==> src/core/ejmd_cfg.svh <==
// Constants for the ejector mode and threshold display block
`ifndef EJMD_CFG_SVH
`define EJMD_CFG_SVH
`define EJMD_CLK_HZ 100000000
`define EJMD_HOLD_MS 3000
`define EJMD_HOLD_CYC ((`EJMD_CLK_HZ / 1000) * `EJMD_HOLD_MS)
`define EJMD_FLASH_MS 250
`define EJMD_FLASH_CYC ((`EJMD_CLK_HZ / 1000) * `EJMD_FLASH_MS)
`define EJMD_CAL_PERCENT 3
`define EJMD_DISP_NONE 2'h0
`define EJMD_DISP_MANUAL 2'h1
`define EJMD_DISP_CAL_ERR 2'h2
`endif

==> src/core/ejmd_pkg.sv <==
// Types for the ejector mode and threshold display block
package ejmd_pkg;
  typedef enum logic [2:0] {
    EJMD_AUTO = 3'h1,
    EJMD_MANUAL = 3'h2,
    EJMD_SETUP = 3'h4
  } ejmd_mode_t;
endpackage : ejmd_pkg

==> src/core/ejmd_hyst.sv <==
// Threshold comparator with hysteresis
module ejmd_hyst #(
  parameter int W = 12
) (
  // Clock and reset
  input wire logic clk_sys_i,
  input wire logic rst_n_i,
  // Levels
  input wire logic [W-1:0] vac_i,
  input wire logic [W-1:0] point_i,
  input wire logic [W-1:0] hyst_i,
  // Result
  output logic on_o
);
  typedef struct packed {
    logic on;
  } ejmd_hyst_st_t;
  ejmd_hyst_st_t s_q;
  ejmd_hyst_st_t s_d;
  logic [W:0] low;
  assign low = {1'b0, point_i} - {1'b0, hyst_i};
  always_comb begin
    s_d = s_q;
    if (vac_i > point_i) begin
      s_d.on = 1'b1;
    end else if (low[W] || ({1'b0, vac_i} < low)) begin
      s_d.on = low[W] ? s_q.on : 1'b0;
    end
  end
  always_ff @(posedge clk_sys_i or negedge rst_n_i) begin
    if (!rst_n_i) begin
      s_q <= '0;
    end else begin
      s_q <= s_d;
    end
  end
  assign on_o = s_q.on;
endmodule : ejmd_hyst

==> src/core/ejmd_top.sv <==
// Ejector mode control, process and threshold indicators
`include "ejmd_cfg.svh"
module ejmd_top #(
  parameter int VW = 12,
  parameter int FULL_SCALE = 1000,
  parameter int HOLD_CYC = `EJMD_HOLD_CYC,
  parameter int FLASH_CYC = `EJMD_FLASH_CYC
) (
  // Clock and reset
  input wire logic clk_sys_i,
  input wire logic resetn_i,
  // Controller inputs
  input wire logic suction_in_i,
  input wire logic blow_in_i,
  input wire logic iolink_mode_i,
  input wire logic setup_req_i,
  input wire logic normally_closed_i,
  // Keypad
  input wire logic key_menu_i,
  input wire logic key_up_i,
  input wire logic key_down_i,
  // Sensor and configuration
  input wire logic [VW-1:0] vac_raw_i,
  input wire logic [VW-1:0] regulation_point_i,
  input wire logic [VW-1:0] regulation_hysteresis_i,
  input wire logic [VW-1:0] component_check_point_i,
  input wire logic [VW-1:0] component_check_hysteresis_i,
  input wire logic regulation_on_i,
  input wire logic regulation_with_leak_watch_i,
  input wire logic param_wr_i,
  input wire logic cal_req_i,
  // Valves and indicators
  output logic suction_valve_o,
  output logic blow_valve_o,
  output logic led_suction_o,
  output logic led_blow_o,
  output logic led_reg_o,
  output logic led_check_o,
  output logic check_out_o,
  output logic pd_reg_o,
  output logic pd_check_o,
  output logic [VW-1:0] vac_o,
  // Status
  output logic [1:0] disp_code_o,
  output logic valve_prot_en_o,
  output logic param_wr_ok_o,
  output logic manual_o,
  output logic setup_o
);
  localparam int CAL_LIM = FULL_SCALE * `EJMD_CAL_PERCENT / 100;
  // Clamp and counters cannot serve these sizes
  if (VW < 4 || FULL_SCALE >= (1 << VW) || HOLD_CYC < 1
      || FLASH_CYC < 1) begin : g_bad_param
    $error("ejmd_top: bad parameters");
  end

  typedef struct packed {
    ejmd_pkg::ejmd_mode_t mode;
    logic [31:0] hold_cnt;
    logic [31:0] flash_cnt;
    logic flash;
    logic man_suck;
    logic man_blow;
    logic up_q;
    logic suck_in_q;
    logic blow_in_q;
    logic regen;
    logic signed [VW:0] offset;
    logic [1:0] disp;
    logic suction_valve;
    logic blow_valve;
    logic led_suction;
    logic led_blow;
    logic led_reg;
    logic led_check;
    logic pd_reg;
    logic pd_check;
    logic [VW-1:0] vac;
    logic prot;
    logic wr_ok;
  } ejmd_st_t;

  ejmd_st_t s_q;
  ejmd_st_t s_d;
  logic [1:0] rst_sync_q;
  logic rst_n;
  logic reg_hit;
  logic chk_hit;
  logic signed [VW+1:0] vac_corr;
  logic signed [VW+1:0] cal_try;
  logic ext_suck;
  logic reg_cfg;
  logic setup_ok;

  // Second release flop gives a clean internal reset
  always_ff @(posedge clk_sys_i or negedge resetn_i) begin
    if (!resetn_i) begin
      rst_sync_q <= 2'h0;
    end else begin
      rst_sync_q <= {rst_sync_q[0], 1'b1};
    end
  end
  assign rst_n = rst_sync_q[1];

  // Corrected vacuum, clamped to the unsigned range
  assign vac_corr = $signed({2'b00, vac_raw_i}) - (VW + 2)'(s_q.offset);
  assign cal_try = $signed({2'b00, vac_raw_i});

  ejmd_hyst #(.W(VW)) u_reg (
    .clk_sys_i(clk_sys_i),
    .rst_n_i(rst_n),
    .vac_i(s_q.vac),
    .point_i(regulation_point_i),
    .hyst_i(regulation_hysteresis_i),
    .on_o(reg_hit)
  );
  ejmd_hyst #(.W(VW)) u_chk (
    .clk_sys_i(clk_sys_i),
    .rst_n_i(rst_n),
    .vac_i(s_q.vac),
    .point_i(component_check_point_i),
    .hyst_i(component_check_hysteresis_i),
    .on_o(chk_hit)
  );

  assign ext_suck = normally_closed_i ? suction_in_i
                    : !suction_in_i;
  assign reg_cfg = regulation_on_i || regulation_with_leak_watch_i;
  // Process bits take priority over setup
  assign setup_ok = setup_req_i && iolink_mode_i && !suction_in_i
                    && !blow_in_i;

  always_comb begin
    s_d = s_q;
    s_d.suck_in_q = suction_in_i;
    s_d.blow_in_q = blow_in_i;
    s_d.up_q = key_up_i;
    // Flash divider runs free so both LEDs blink in step
    if (s_q.flash_cnt >= 32'(FLASH_CYC - 1)) begin
      s_d.flash_cnt = '0;
      s_d.flash = !s_q.flash;
    end else begin
      s_d.flash_cnt = s_q.flash_cnt + 32'h1;
    end
    s_d.disp = (s_q.disp == `EJMD_DISP_MANUAL) ? `EJMD_DISP_NONE : s_q.disp;
    unique case (s_q.mode)
      ejmd_pkg::EJMD_AUTO: begin
        if (key_up_i && key_down_i) begin
          s_d.disp = `EJMD_DISP_MANUAL;
          if (s_q.hold_cnt >= 32'(HOLD_CYC)) begin
            s_d.mode = ejmd_pkg::EJMD_MANUAL;
            s_d.man_suck = s_q.suction_valve;
            s_d.man_blow = s_q.blow_valve;
            s_d.hold_cnt = '0;
          end else begin
            s_d.hold_cnt = s_q.hold_cnt + 32'h1;
          end
        end else begin
          s_d.hold_cnt = '0;
          if (setup_ok) begin
            s_d.mode = ejmd_pkg::EJMD_SETUP;
          end
        end
      end
      ejmd_pkg::EJMD_MANUAL: begin
        // Entry chord still held: keys must not act yet
        if (key_up_i && key_down_i) begin
          s_d.man_suck = s_q.man_suck;
        end else if (key_up_i && !s_q.up_q) begin
          s_d.man_suck = !s_q.man_suck;
          s_d.man_blow = 1'b0;
        end else if (key_down_i) begin
          s_d.man_suck = 1'b0;
          s_d.man_blow = 1'b1;
        end else begin
          s_d.man_blow = 1'b0;
        end
        if (key_menu_i || suction_in_i != s_q.suck_in_q
            || blow_in_i != s_q.blow_in_q) begin
          s_d.mode = ejmd_pkg::EJMD_AUTO;
          s_d.man_suck = 1'b0;
          s_d.man_blow = 1'b0;
        end
      end
      ejmd_pkg::EJMD_SETUP: begin
        if (!setup_ok) begin
          s_d.mode = ejmd_pkg::EJMD_AUTO;
        end
      end
      default: s_d.mode = ejmd_pkg::EJMD_AUTO;
    endcase
    // Zero-point calibration, rejected outside the window
    if (cal_req_i && s_q.mode == ejmd_pkg::EJMD_AUTO) begin
      if (cal_try > (VW + 2)'(CAL_LIM)) begin
        s_d.disp = `EJMD_DISP_CAL_ERR;
      end else begin
        s_d.offset = {1'b0, vac_raw_i};
        s_d.disp = `EJMD_DISP_NONE;
      end
    end
    if (vac_corr < 0) begin
      s_d.vac = '0;
    end else begin
      s_d.vac = vac_corr[VW-1:0];
    end
    // Regulation gate, also in manual and setup
    s_d.regen = reg_cfg && reg_hit;
    if (s_q.mode == ejmd_pkg::EJMD_MANUAL) begin
      s_d.blow_valve = s_q.man_blow;
      s_d.suction_valve = s_q.man_suck && !s_q.man_blow && !s_d.regen;
    end else begin
      s_d.blow_valve = blow_in_i;
      s_d.suction_valve = ext_suck && !blow_in_i && !s_d.regen;
    end
    s_d.led_suction = s_d.suction_valve || (s_q.mode == ejmd_pkg::EJMD_MANUAL
                      ? s_q.man_suck : ext_suck && !blow_in_i);
    s_d.led_blow = s_d.blow_valve;
    if (s_q.mode != ejmd_pkg::EJMD_AUTO) begin
      s_d.led_reg = s_q.flash;
      s_d.led_check = s_q.flash;
    end else begin
      s_d.led_reg = reg_hit;
      s_d.led_check = reg_hit || chk_hit;
    end
    s_d.pd_reg = reg_hit;
    s_d.pd_check = chk_hit;
    s_d.prot = s_q.mode == ejmd_pkg::EJMD_AUTO;
    s_d.wr_ok = s_q.mode == ejmd_pkg::EJMD_AUTO && param_wr_i;
  end

  always_ff @(posedge clk_sys_i or negedge rst_n) begin
    if (!rst_n) begin
      s_q.mode <= ejmd_pkg::EJMD_AUTO;
      s_q.hold_cnt <= '0;
      s_q.flash_cnt <= '0;
      s_q.flash <= 1'b0;
      s_q.man_suck <= 1'b0;
      s_q.man_blow <= 1'b0;
      s_q.up_q <= 1'b0;
      s_q.suck_in_q <= 1'b0;
      s_q.blow_in_q <= 1'b0;
      s_q.regen <= 1'b0;
      s_q.offset <= '0;
      s_q.disp <= `EJMD_DISP_NONE;
      s_q.suction_valve <= 1'b0;
      s_q.blow_valve <= 1'b0;
      s_q.led_suction <= 1'b0;
      s_q.led_blow <= 1'b0;
      s_q.led_reg <= 1'b0;
      s_q.led_check <= 1'b0;
      s_q.pd_reg <= 1'b0;
      s_q.pd_check <= 1'b0;
      s_q.vac <= '0;
      s_q.prot <= 1'b1;
      s_q.wr_ok <= 1'b1;
    end else begin
      s_q.mode <= s_d.mode;
      s_q.hold_cnt <= s_d.hold_cnt;
      s_q.flash_cnt <= s_d.flash_cnt;
      s_q.flash <= s_d.flash;
      s_q.man_suck <= s_d.man_suck;
      s_q.man_blow <= s_d.man_blow;
      s_q.up_q <= s_d.up_q;
      s_q.suck_in_q <= s_d.suck_in_q;
      s_q.blow_in_q <= s_d.blow_in_q;
      s_q.regen <= s_d.regen;
      s_q.offset <= s_d.offset;
      s_q.disp <= s_d.disp;
      s_q.suction_valve <= s_d.suction_valve;
      s_q.blow_valve <= s_d.blow_valve;
      s_q.led_suction <= s_d.led_suction;
      s_q.led_blow <= s_d.led_blow;
      s_q.led_reg <= s_d.led_reg;
      s_q.led_check <= s_d.led_check;
      s_q.pd_reg <= s_d.pd_reg;
      s_q.pd_check <= s_d.pd_check;
      s_q.vac <= s_d.vac;
      s_q.prot <= s_d.prot;
      s_q.wr_ok <= s_d.wr_ok;
    end
  end

  assign suction_valve_o = s_q.suction_valve;
  assign blow_valve_o = s_q.blow_valve;
  assign led_suction_o = s_q.led_suction;
  assign led_blow_o = s_q.led_blow;
  assign led_reg_o = s_q.led_reg;
  assign led_check_o = s_q.led_check;
  assign check_out_o = s_q.pd_check;
  assign pd_reg_o = s_q.pd_reg;
  assign pd_check_o = s_q.pd_check;
  assign vac_o = s_q.vac;
  assign disp_code_o = s_q.disp;
  assign valve_prot_en_o = s_q.prot;
  assign param_wr_ok_o = s_q.wr_ok;
  // One-hot mode bits feed the flags straight from the register
  assign manual_o = s_q.mode[1];
  assign setup_o = s_q.mode[2];

  a_idle_dark: assert property (@(posedge clk_sys_i)
    disable iff (!rst_n) $past(s_q.mode == ejmd_pkg::EJMD_AUTO
    && !ext_suck && !blow_in_i) |-> !s_q.led_suction && !s_q.led_blow)
    else $error("process LEDs lit while idle");
  a_blow_led: assert property (@(posedge clk_sys_i)
    disable iff (!rst_n) $past(s_q.mode) == ejmd_pkg::EJMD_AUTO
    |-> s_q.led_blow == $past(blow_in_i))
    else $error("blow LED does not follow blow-off");
  a_check_led: assert property (@(posedge clk_sys_i)
    disable iff (!rst_n) $past(s_q.mode) == ejmd_pkg::EJMD_AUTO
    && $past(reg_hit) |-> s_q.led_check)
    else $error("check LED dark above regulation point");
  a_manual_entry: assert property (@(posedge clk_sys_i)
    disable iff (!rst_n) $rose(manual_o) |-> $past(key_up_i)
    && $past(key_down_i)) else $error("manual entered without keys");
  a_manual_prot: assert property (@(posedge clk_sys_i)
    disable iff (!rst_n) manual_o |=> !s_q.prot)
    else $error("protection on in manual");
  a_manual_exit: assert property (@(posedge clk_sys_i)
    disable iff (!rst_n) manual_o && key_menu_i |=> !manual_o)
    else $error("menu key did not exit manual");
  a_setup_gate: assert property (@(posedge clk_sys_i)
    disable iff (!rst_n) setup_o && !iolink_mode_i |=> !setup_o)
    else $error("setup held outside IO-Link");
  a_wr_auto: assert property (@(posedge clk_sys_i)
    disable iff (!rst_n) s_q.wr_ok |-> $past(s_q.mode)
    == ejmd_pkg::EJMD_AUTO) else $error("writes allowed outside automatic");
endmodule : ejmd_top

==> config.mk <==
export PLATFORM = sky130hd
export DESIGN_NAME = ejmd_top
export DESIGN_NICKNAME = d
export VERILOG_FILES = /design/src/core/ejmd_pkg.sv /design/src/core/ejmd_hyst.sv /design/src/core/ejmd_top.sv
export VERILOG_INCLUDE_DIRS = /design/src /design/src/core
export SDC_FILE = /design/constraint.sdc
export NUM_CORES = 1
export LEC_CHECK = 0
export BUFFER_PORTS_ARGS = -buffer_cell sky130_fd_sc_hd__buf_4
export CORE_MARGIN = 3
export CORE_UTILIZATION = 25
export CTS_BUF_LIST = sky130_fd_sc_hd__clkbuf_16
export DETAILED_ROUTE_END_ITERATION = 10
export GPL_TIMING_DRIVEN = 0
export PLACE_DENSITY = 0.43
export SKIP_LAST_GASP = 1
export SYNTH_ARGS = -nofsm -noshare
export SYNTH_HDL_FRONTEND = slang
export SYNTH_SLANG_ARGS = --single-unit
==> constraint.sdc <==
create_clock -name clk_sys_i -period 3.1 [get_ports clk_sys_i]
set_input_delay 0.155 -clock clk_sys_i [delete_from_list [all_inputs] [get_ports clk_sys_i]]
set_output_delay 0.155 -clock clk_sys_i [all_outputs]
set_load 0.05 [all_outputs]
==> results summary <==
The arrival time at the worst endpoint is between 2000 and 3000 ps. The tightest min-delay check is of the input pin to register type. The repair_antennas step left the layout with diodes totalling 0. The maximum operating frequency is 0.368 GHz.

Among all stages on the critical path, the largest delay is contributed by sky130_fd_sc_hd__nor4_2. The final-report setup violation count is 0. The later-pin clock latency in the skew report came out at roughly 360 ps. The TritonCTS buffer count came out at 9. The effective utilization at floorplan is about 26%. After detailed routing, the total wire length is about 19 mm. Once the clock tree was built, the setup fixing pass inserted 0 buffers. The die extent in y is around 180 um.

Dividing the detail-routed via count by the number of cells gives ~4.6. The post-cts hold buffer count came out at 6. The most congested layer reported by global routing is met2.

The number of routed nets with antenna violations is 0. At the pin with the least slew margin, the transition time is around 700 ps. The overall via count from detail_route is approximately 6300. In this run the most critical hold path is launched from vac_raw_i[4]. The synthesized netlist contains between 60 and 70 unique library cells.

The number of cells on the worst reg-to-reg path is 8. The core box area is between 20000 and 30000 um2. The total routing resource utilization after global routing came out at roughly an eighth. The horizontal die dimension came out at between 150 and 200 um. Traced cell by cell, the critical path runs through ha_1, nand4_1, nor4_2, and2_1, clkbuf_1, nand3_1, a21o_1, a22o_1.

After detailed routing, the average wire length per cell comes to between 10 and 15 um. Setup repair after global routing left no endpoint under its margin. In the synthesized netlist the async set-or-reset flop fraction comes to between 90% and 100%. The kind of cell adding the most delay to the critical path is simple AND/OR/NAND/NOR gates. Of all nets on the critical path, the largest fanout is 7. The startpoint identified for the worst register-to-register timing path is s_q[76]$_DFFE_PN0P_. The minimum clock period after layout came out at roughly 2700 ps. The reported max-cap violation count came out at 0.

In this run, synthesis produced a sequential element count of ~110. The count of flip-flops with a built-in enable after synthesis is 0. Among all flip-flop cells after synthesis, the most frequent one is sky130_fd_sc_hd__dfrtp_1. The clock-pin transition on the worst setup and hold timing paths came out at 90 ps. TritonCTS built the clock tree. The initial DRC count came out at 322. The I/O pin count came out at 101. Global routing consumed, on the met1 layer, between 10% and 20% of the routing resources. The sum of overflow across all layers after global routing came out at 0. The required time reported for the critical path endpoint came out at between 3000 and 4000 ps.

The sum of internal, switching and leakage power is between 3 and 4 mW. The count of input and output buffers is 100. The met3 usage in global routing came out at 1.51%. Entering global routing, the biggest net connects 68 pins. The total power density per cell area came out at 406 nW/um2.

The category of the most critical setup path is register to register. The sequential share of the synthesized area came out at a little over a third. The gate count of the mapped netlist is 850.

The total buffers and inverters traversed by the critical path came out at 1. The number of antenna violations at the first check in global routing came out at 0. The count of endpoints failing hold in the final timing report came to 0. In this run the cell area of the synthesized design comes to approximately 7700 um2. STA classifies the critical path startpoint as a register.

The tree built by TritonCTS fans out to between 100 and 150 sinks. The max-slew violation total from the final report is 0. The first TritonRoute pass finished after 5 iterations. The placement-stage cell area is around 9000 um2. The floorplan die area came out at approximately 33000 um2.

The end of the worst hold path is s_q[28]$_DFFE_PN0P_. The flow ran to the end, and the final reports show no timing, DRC or antenna violations. The share of final-layout standard cells stronger than drive strength 1 is 15.7%.

The end of the worst register-to-register path is s_q[100]$_DFFE_PN0P_. The count of H-tree levels built during CTS is 3. The global routing usage on met2 is a little under a fifth. The relative area change from synthesis to final layout is 21.6%. The largest voltage drop on the vdd net came out at 275 uV. At the end of the flow, the number of nets in the layout was around 1100. The number of warnings issued by yosys came out at 0. The leakage dissipation came out at between 4 and 5 nW.

The slack of the worst reg-to-reg path came out at just under 400 ps. The number of rows created at floorplan is 63. The weighted congestion reported at the end of routability-driven placement came out at 0.781. The delay of the slowest cell on the worst path came out at 600 ps. After legalization and detailed placement, the total HPWL measured 15.2 mm. The number of buffers on the longest clock path came out at 2. The worst clock skew is a little under 20 ps.

The first-pass GRT wire length is approximately 32 mm. The number of cells upsized or downsized after cts came out at 0. The summed area of non-filler cells in the final layout came out at ~9300 um2. The synthesized area divided by synthesized cell count is ~9 um2. The worst hold path was traced through 3 stages.

The number of global-route vias before repair is 6268. The worst setup path is captured at a register. In this run the clock root is driven by a sky130_fd_sc_hd__clkbuf_16. The final critical path takes up ~88% of the cycle. The residual DRC count came out at 0. The headroom to the max-slew limit is 53.6%.
==> sequential cells by signal (all words and copies together) (netlist names), 2 cells and up <==
signal,cells
disp_code_o,2
rst_sync_q,2
vac_o,12
s_q,83
==> synth_stat cells, drive strengths merged (3+ instances only) <==
master / number / share of area, %
a211oi: 8 / 0.95
a21o: 16 / 1.6
a21oi: 57 / 3.7
a22o: 4 / 0.46
a31oi: 9 / 0.73
and2: 9 / 0.73
and3: 11 / 0.90
and4: 5 / 0.57
buf: 23 / 2.3
clkbuf: 7 / 0.34
dfrtp: 109 / 36
dfstp: 3 / 1.0
fa: 3 / 0.78
ha: 85 / 14
inv: 82 / 4.0
mux2i: 11 / 1.4
nand2: 56 / 2.7
nand2b: 12 / 0.98
nand3: 37 / 2.4
nand3b: 4 / 0.39
nand4: 23 / 1.9
nor2: 76 / 3.7
nor2b: 10 / 0.82
nor3: 20 / 1.5
nor4: 10 / 0.90
o2111ai: 3 / 0.34
o211ai: 5 / 0.49
o21a: 9 / 0.88
o21ai: 42 / 2.7
o21bai: 4 / 0.39
o31ai: 3 / 0.29
o41ai: 3 / 0.34
or2: 3 / 0.25
or3: 4 / 0.33
xnor2: 25 / 2.9
xor2: 27 / 3.1
==> final cells by class <==
| type | count | area, um2 |
|---|---|---|
| sequential | 112 | 2810 |
| clock buffer | 9 | 225 |
| fill | 3195 | 20600 |
| timing repair buffer | 107 | 838 |
| buffer | 30 | 203 |
| clock inverter | 7 | 73.8 |
| multi-input combinational | 632 | 4370 |
| inverter | 82 | 308 |
| tap | 390 | 488 |
==> worst min-delay path, delay by kind of cell <==
family,cells,cell delay (ps)
AOI/OAI and AO/OA,1,60
buffers and inverters,1,100
and+or+nand+nor,1,40
==> how the worst max path moves through the flow <==
stage	start	endpoint	depth (start not counted)
final	s_q[76]$_DFFE_PN0P_	s_q[100]$_DFFE_PN0P_	8
after global routing	regulation_point_i[0]	u_reg.on_o$_DFFE_PN0P_	16
after CTS	regulation_point_i[1]	u_reg.on_o$_DFFE_PN0P_	13
after detailed placement	component_check_point_i[0]	u_chk.on_o$_DFFE_PN0P_	16
after global placement	component_check_point_i[0]	u_chk.on_o$_DFFE_PN0P_	16
after floorplan	regulation_point_i[0]	u_reg.on_o$_DFFE_PN0P_	15
==> cell usage in the layout, fill, tap and decap left out, types with 12 or more instances in the layout <==
| master | count |
|---|---|
| sky130_fd_sc_hd__o21ai_0 | 39 |
| sky130_fd_sc_hd__ha_1 | 85 |
| sky130_fd_sc_hd__dfrtp_1 | 108 |
| sky130_fd_sc_hd__nand2b_1 | 12 |
| sky130_fd_sc_hd__xor2_1 | 27 |
| sky130_fd_sc_hd__xnor2_1 | 25 |
| sky130_fd_sc_hd__inv_1 | 82 |
| sky130_fd_sc_hd__buf_4 | 117 |
| sky130_fd_sc_hd__a21o_1 | 16 |
| sky130_fd_sc_hd__nor3_1 | 18 |
| sky130_fd_sc_hd__a21oi_1 | 57 |
| sky130_fd_sc_hd__nand3_1 | 37 |
| sky130_fd_sc_hd__nor2_1 | 76 |
| sky130_fd_sc_hd__nand2_1 | 56 |
| sky130_fd_sc_hd__nand4_1 | 23 |
==> where the power goes <==
group	switching (mW)	total, mW	internal, mW
clock network	0.592	1.16	0.570
logic	0.585	1.02	0.435
registers	0.0673	1.60	1.53
==> kinds of logic (layout without fill, tap and decap cells) <==
kind of cell | Yosys count | after routing | share of synthesized area, %
adders and majority gates | 88 | 88 | 14.7
DFF | 112 | 112 | 36.6
AOI/OAI and AO/OA | 183 | 183 | 15.3
muxes | 12 | 12 | 1.58
xor gates and xnor gates | 52 | 52 | 5.94
other | 2 | 8 | 0.0980
and+or+nand+nor | 289 | 289 | 19.1
buffers and inverters | 112 | 235 | 6.66
==> stage by stage <==
stage | instances | TNS, ps | hold slack, ps | util (%) | setup slack, ps
floorplan | 856 | 0 | -141 | - | 529
global placement | 1346 | -90.7 | -62.2 | 29.8 | -51.5
detailed placement | 1347 | -113 | -60.7 | 29.9 | -83.6
CTS | 1369 | 0 | 23.5 | 31.1 | 329
global route | 1369 | 0 | 33.4 | 31.1 | 59.7
finish | 1369 | 0 | 40.7 | 31.1 | 385
==> routing by layer <==
| layer | vias to the layer above | share of wire [%] |
|---|---|---|
| met3 | 11 | 3.5 |
| met4 | 0 | 1.5 |
| li1 | 3233 | - |
| met5 | - | 0 |
| met2 | 109 | 45 |
| met1 | 2899 | 49 |
No activity file was read; power rests on OpenSTA's default activity.
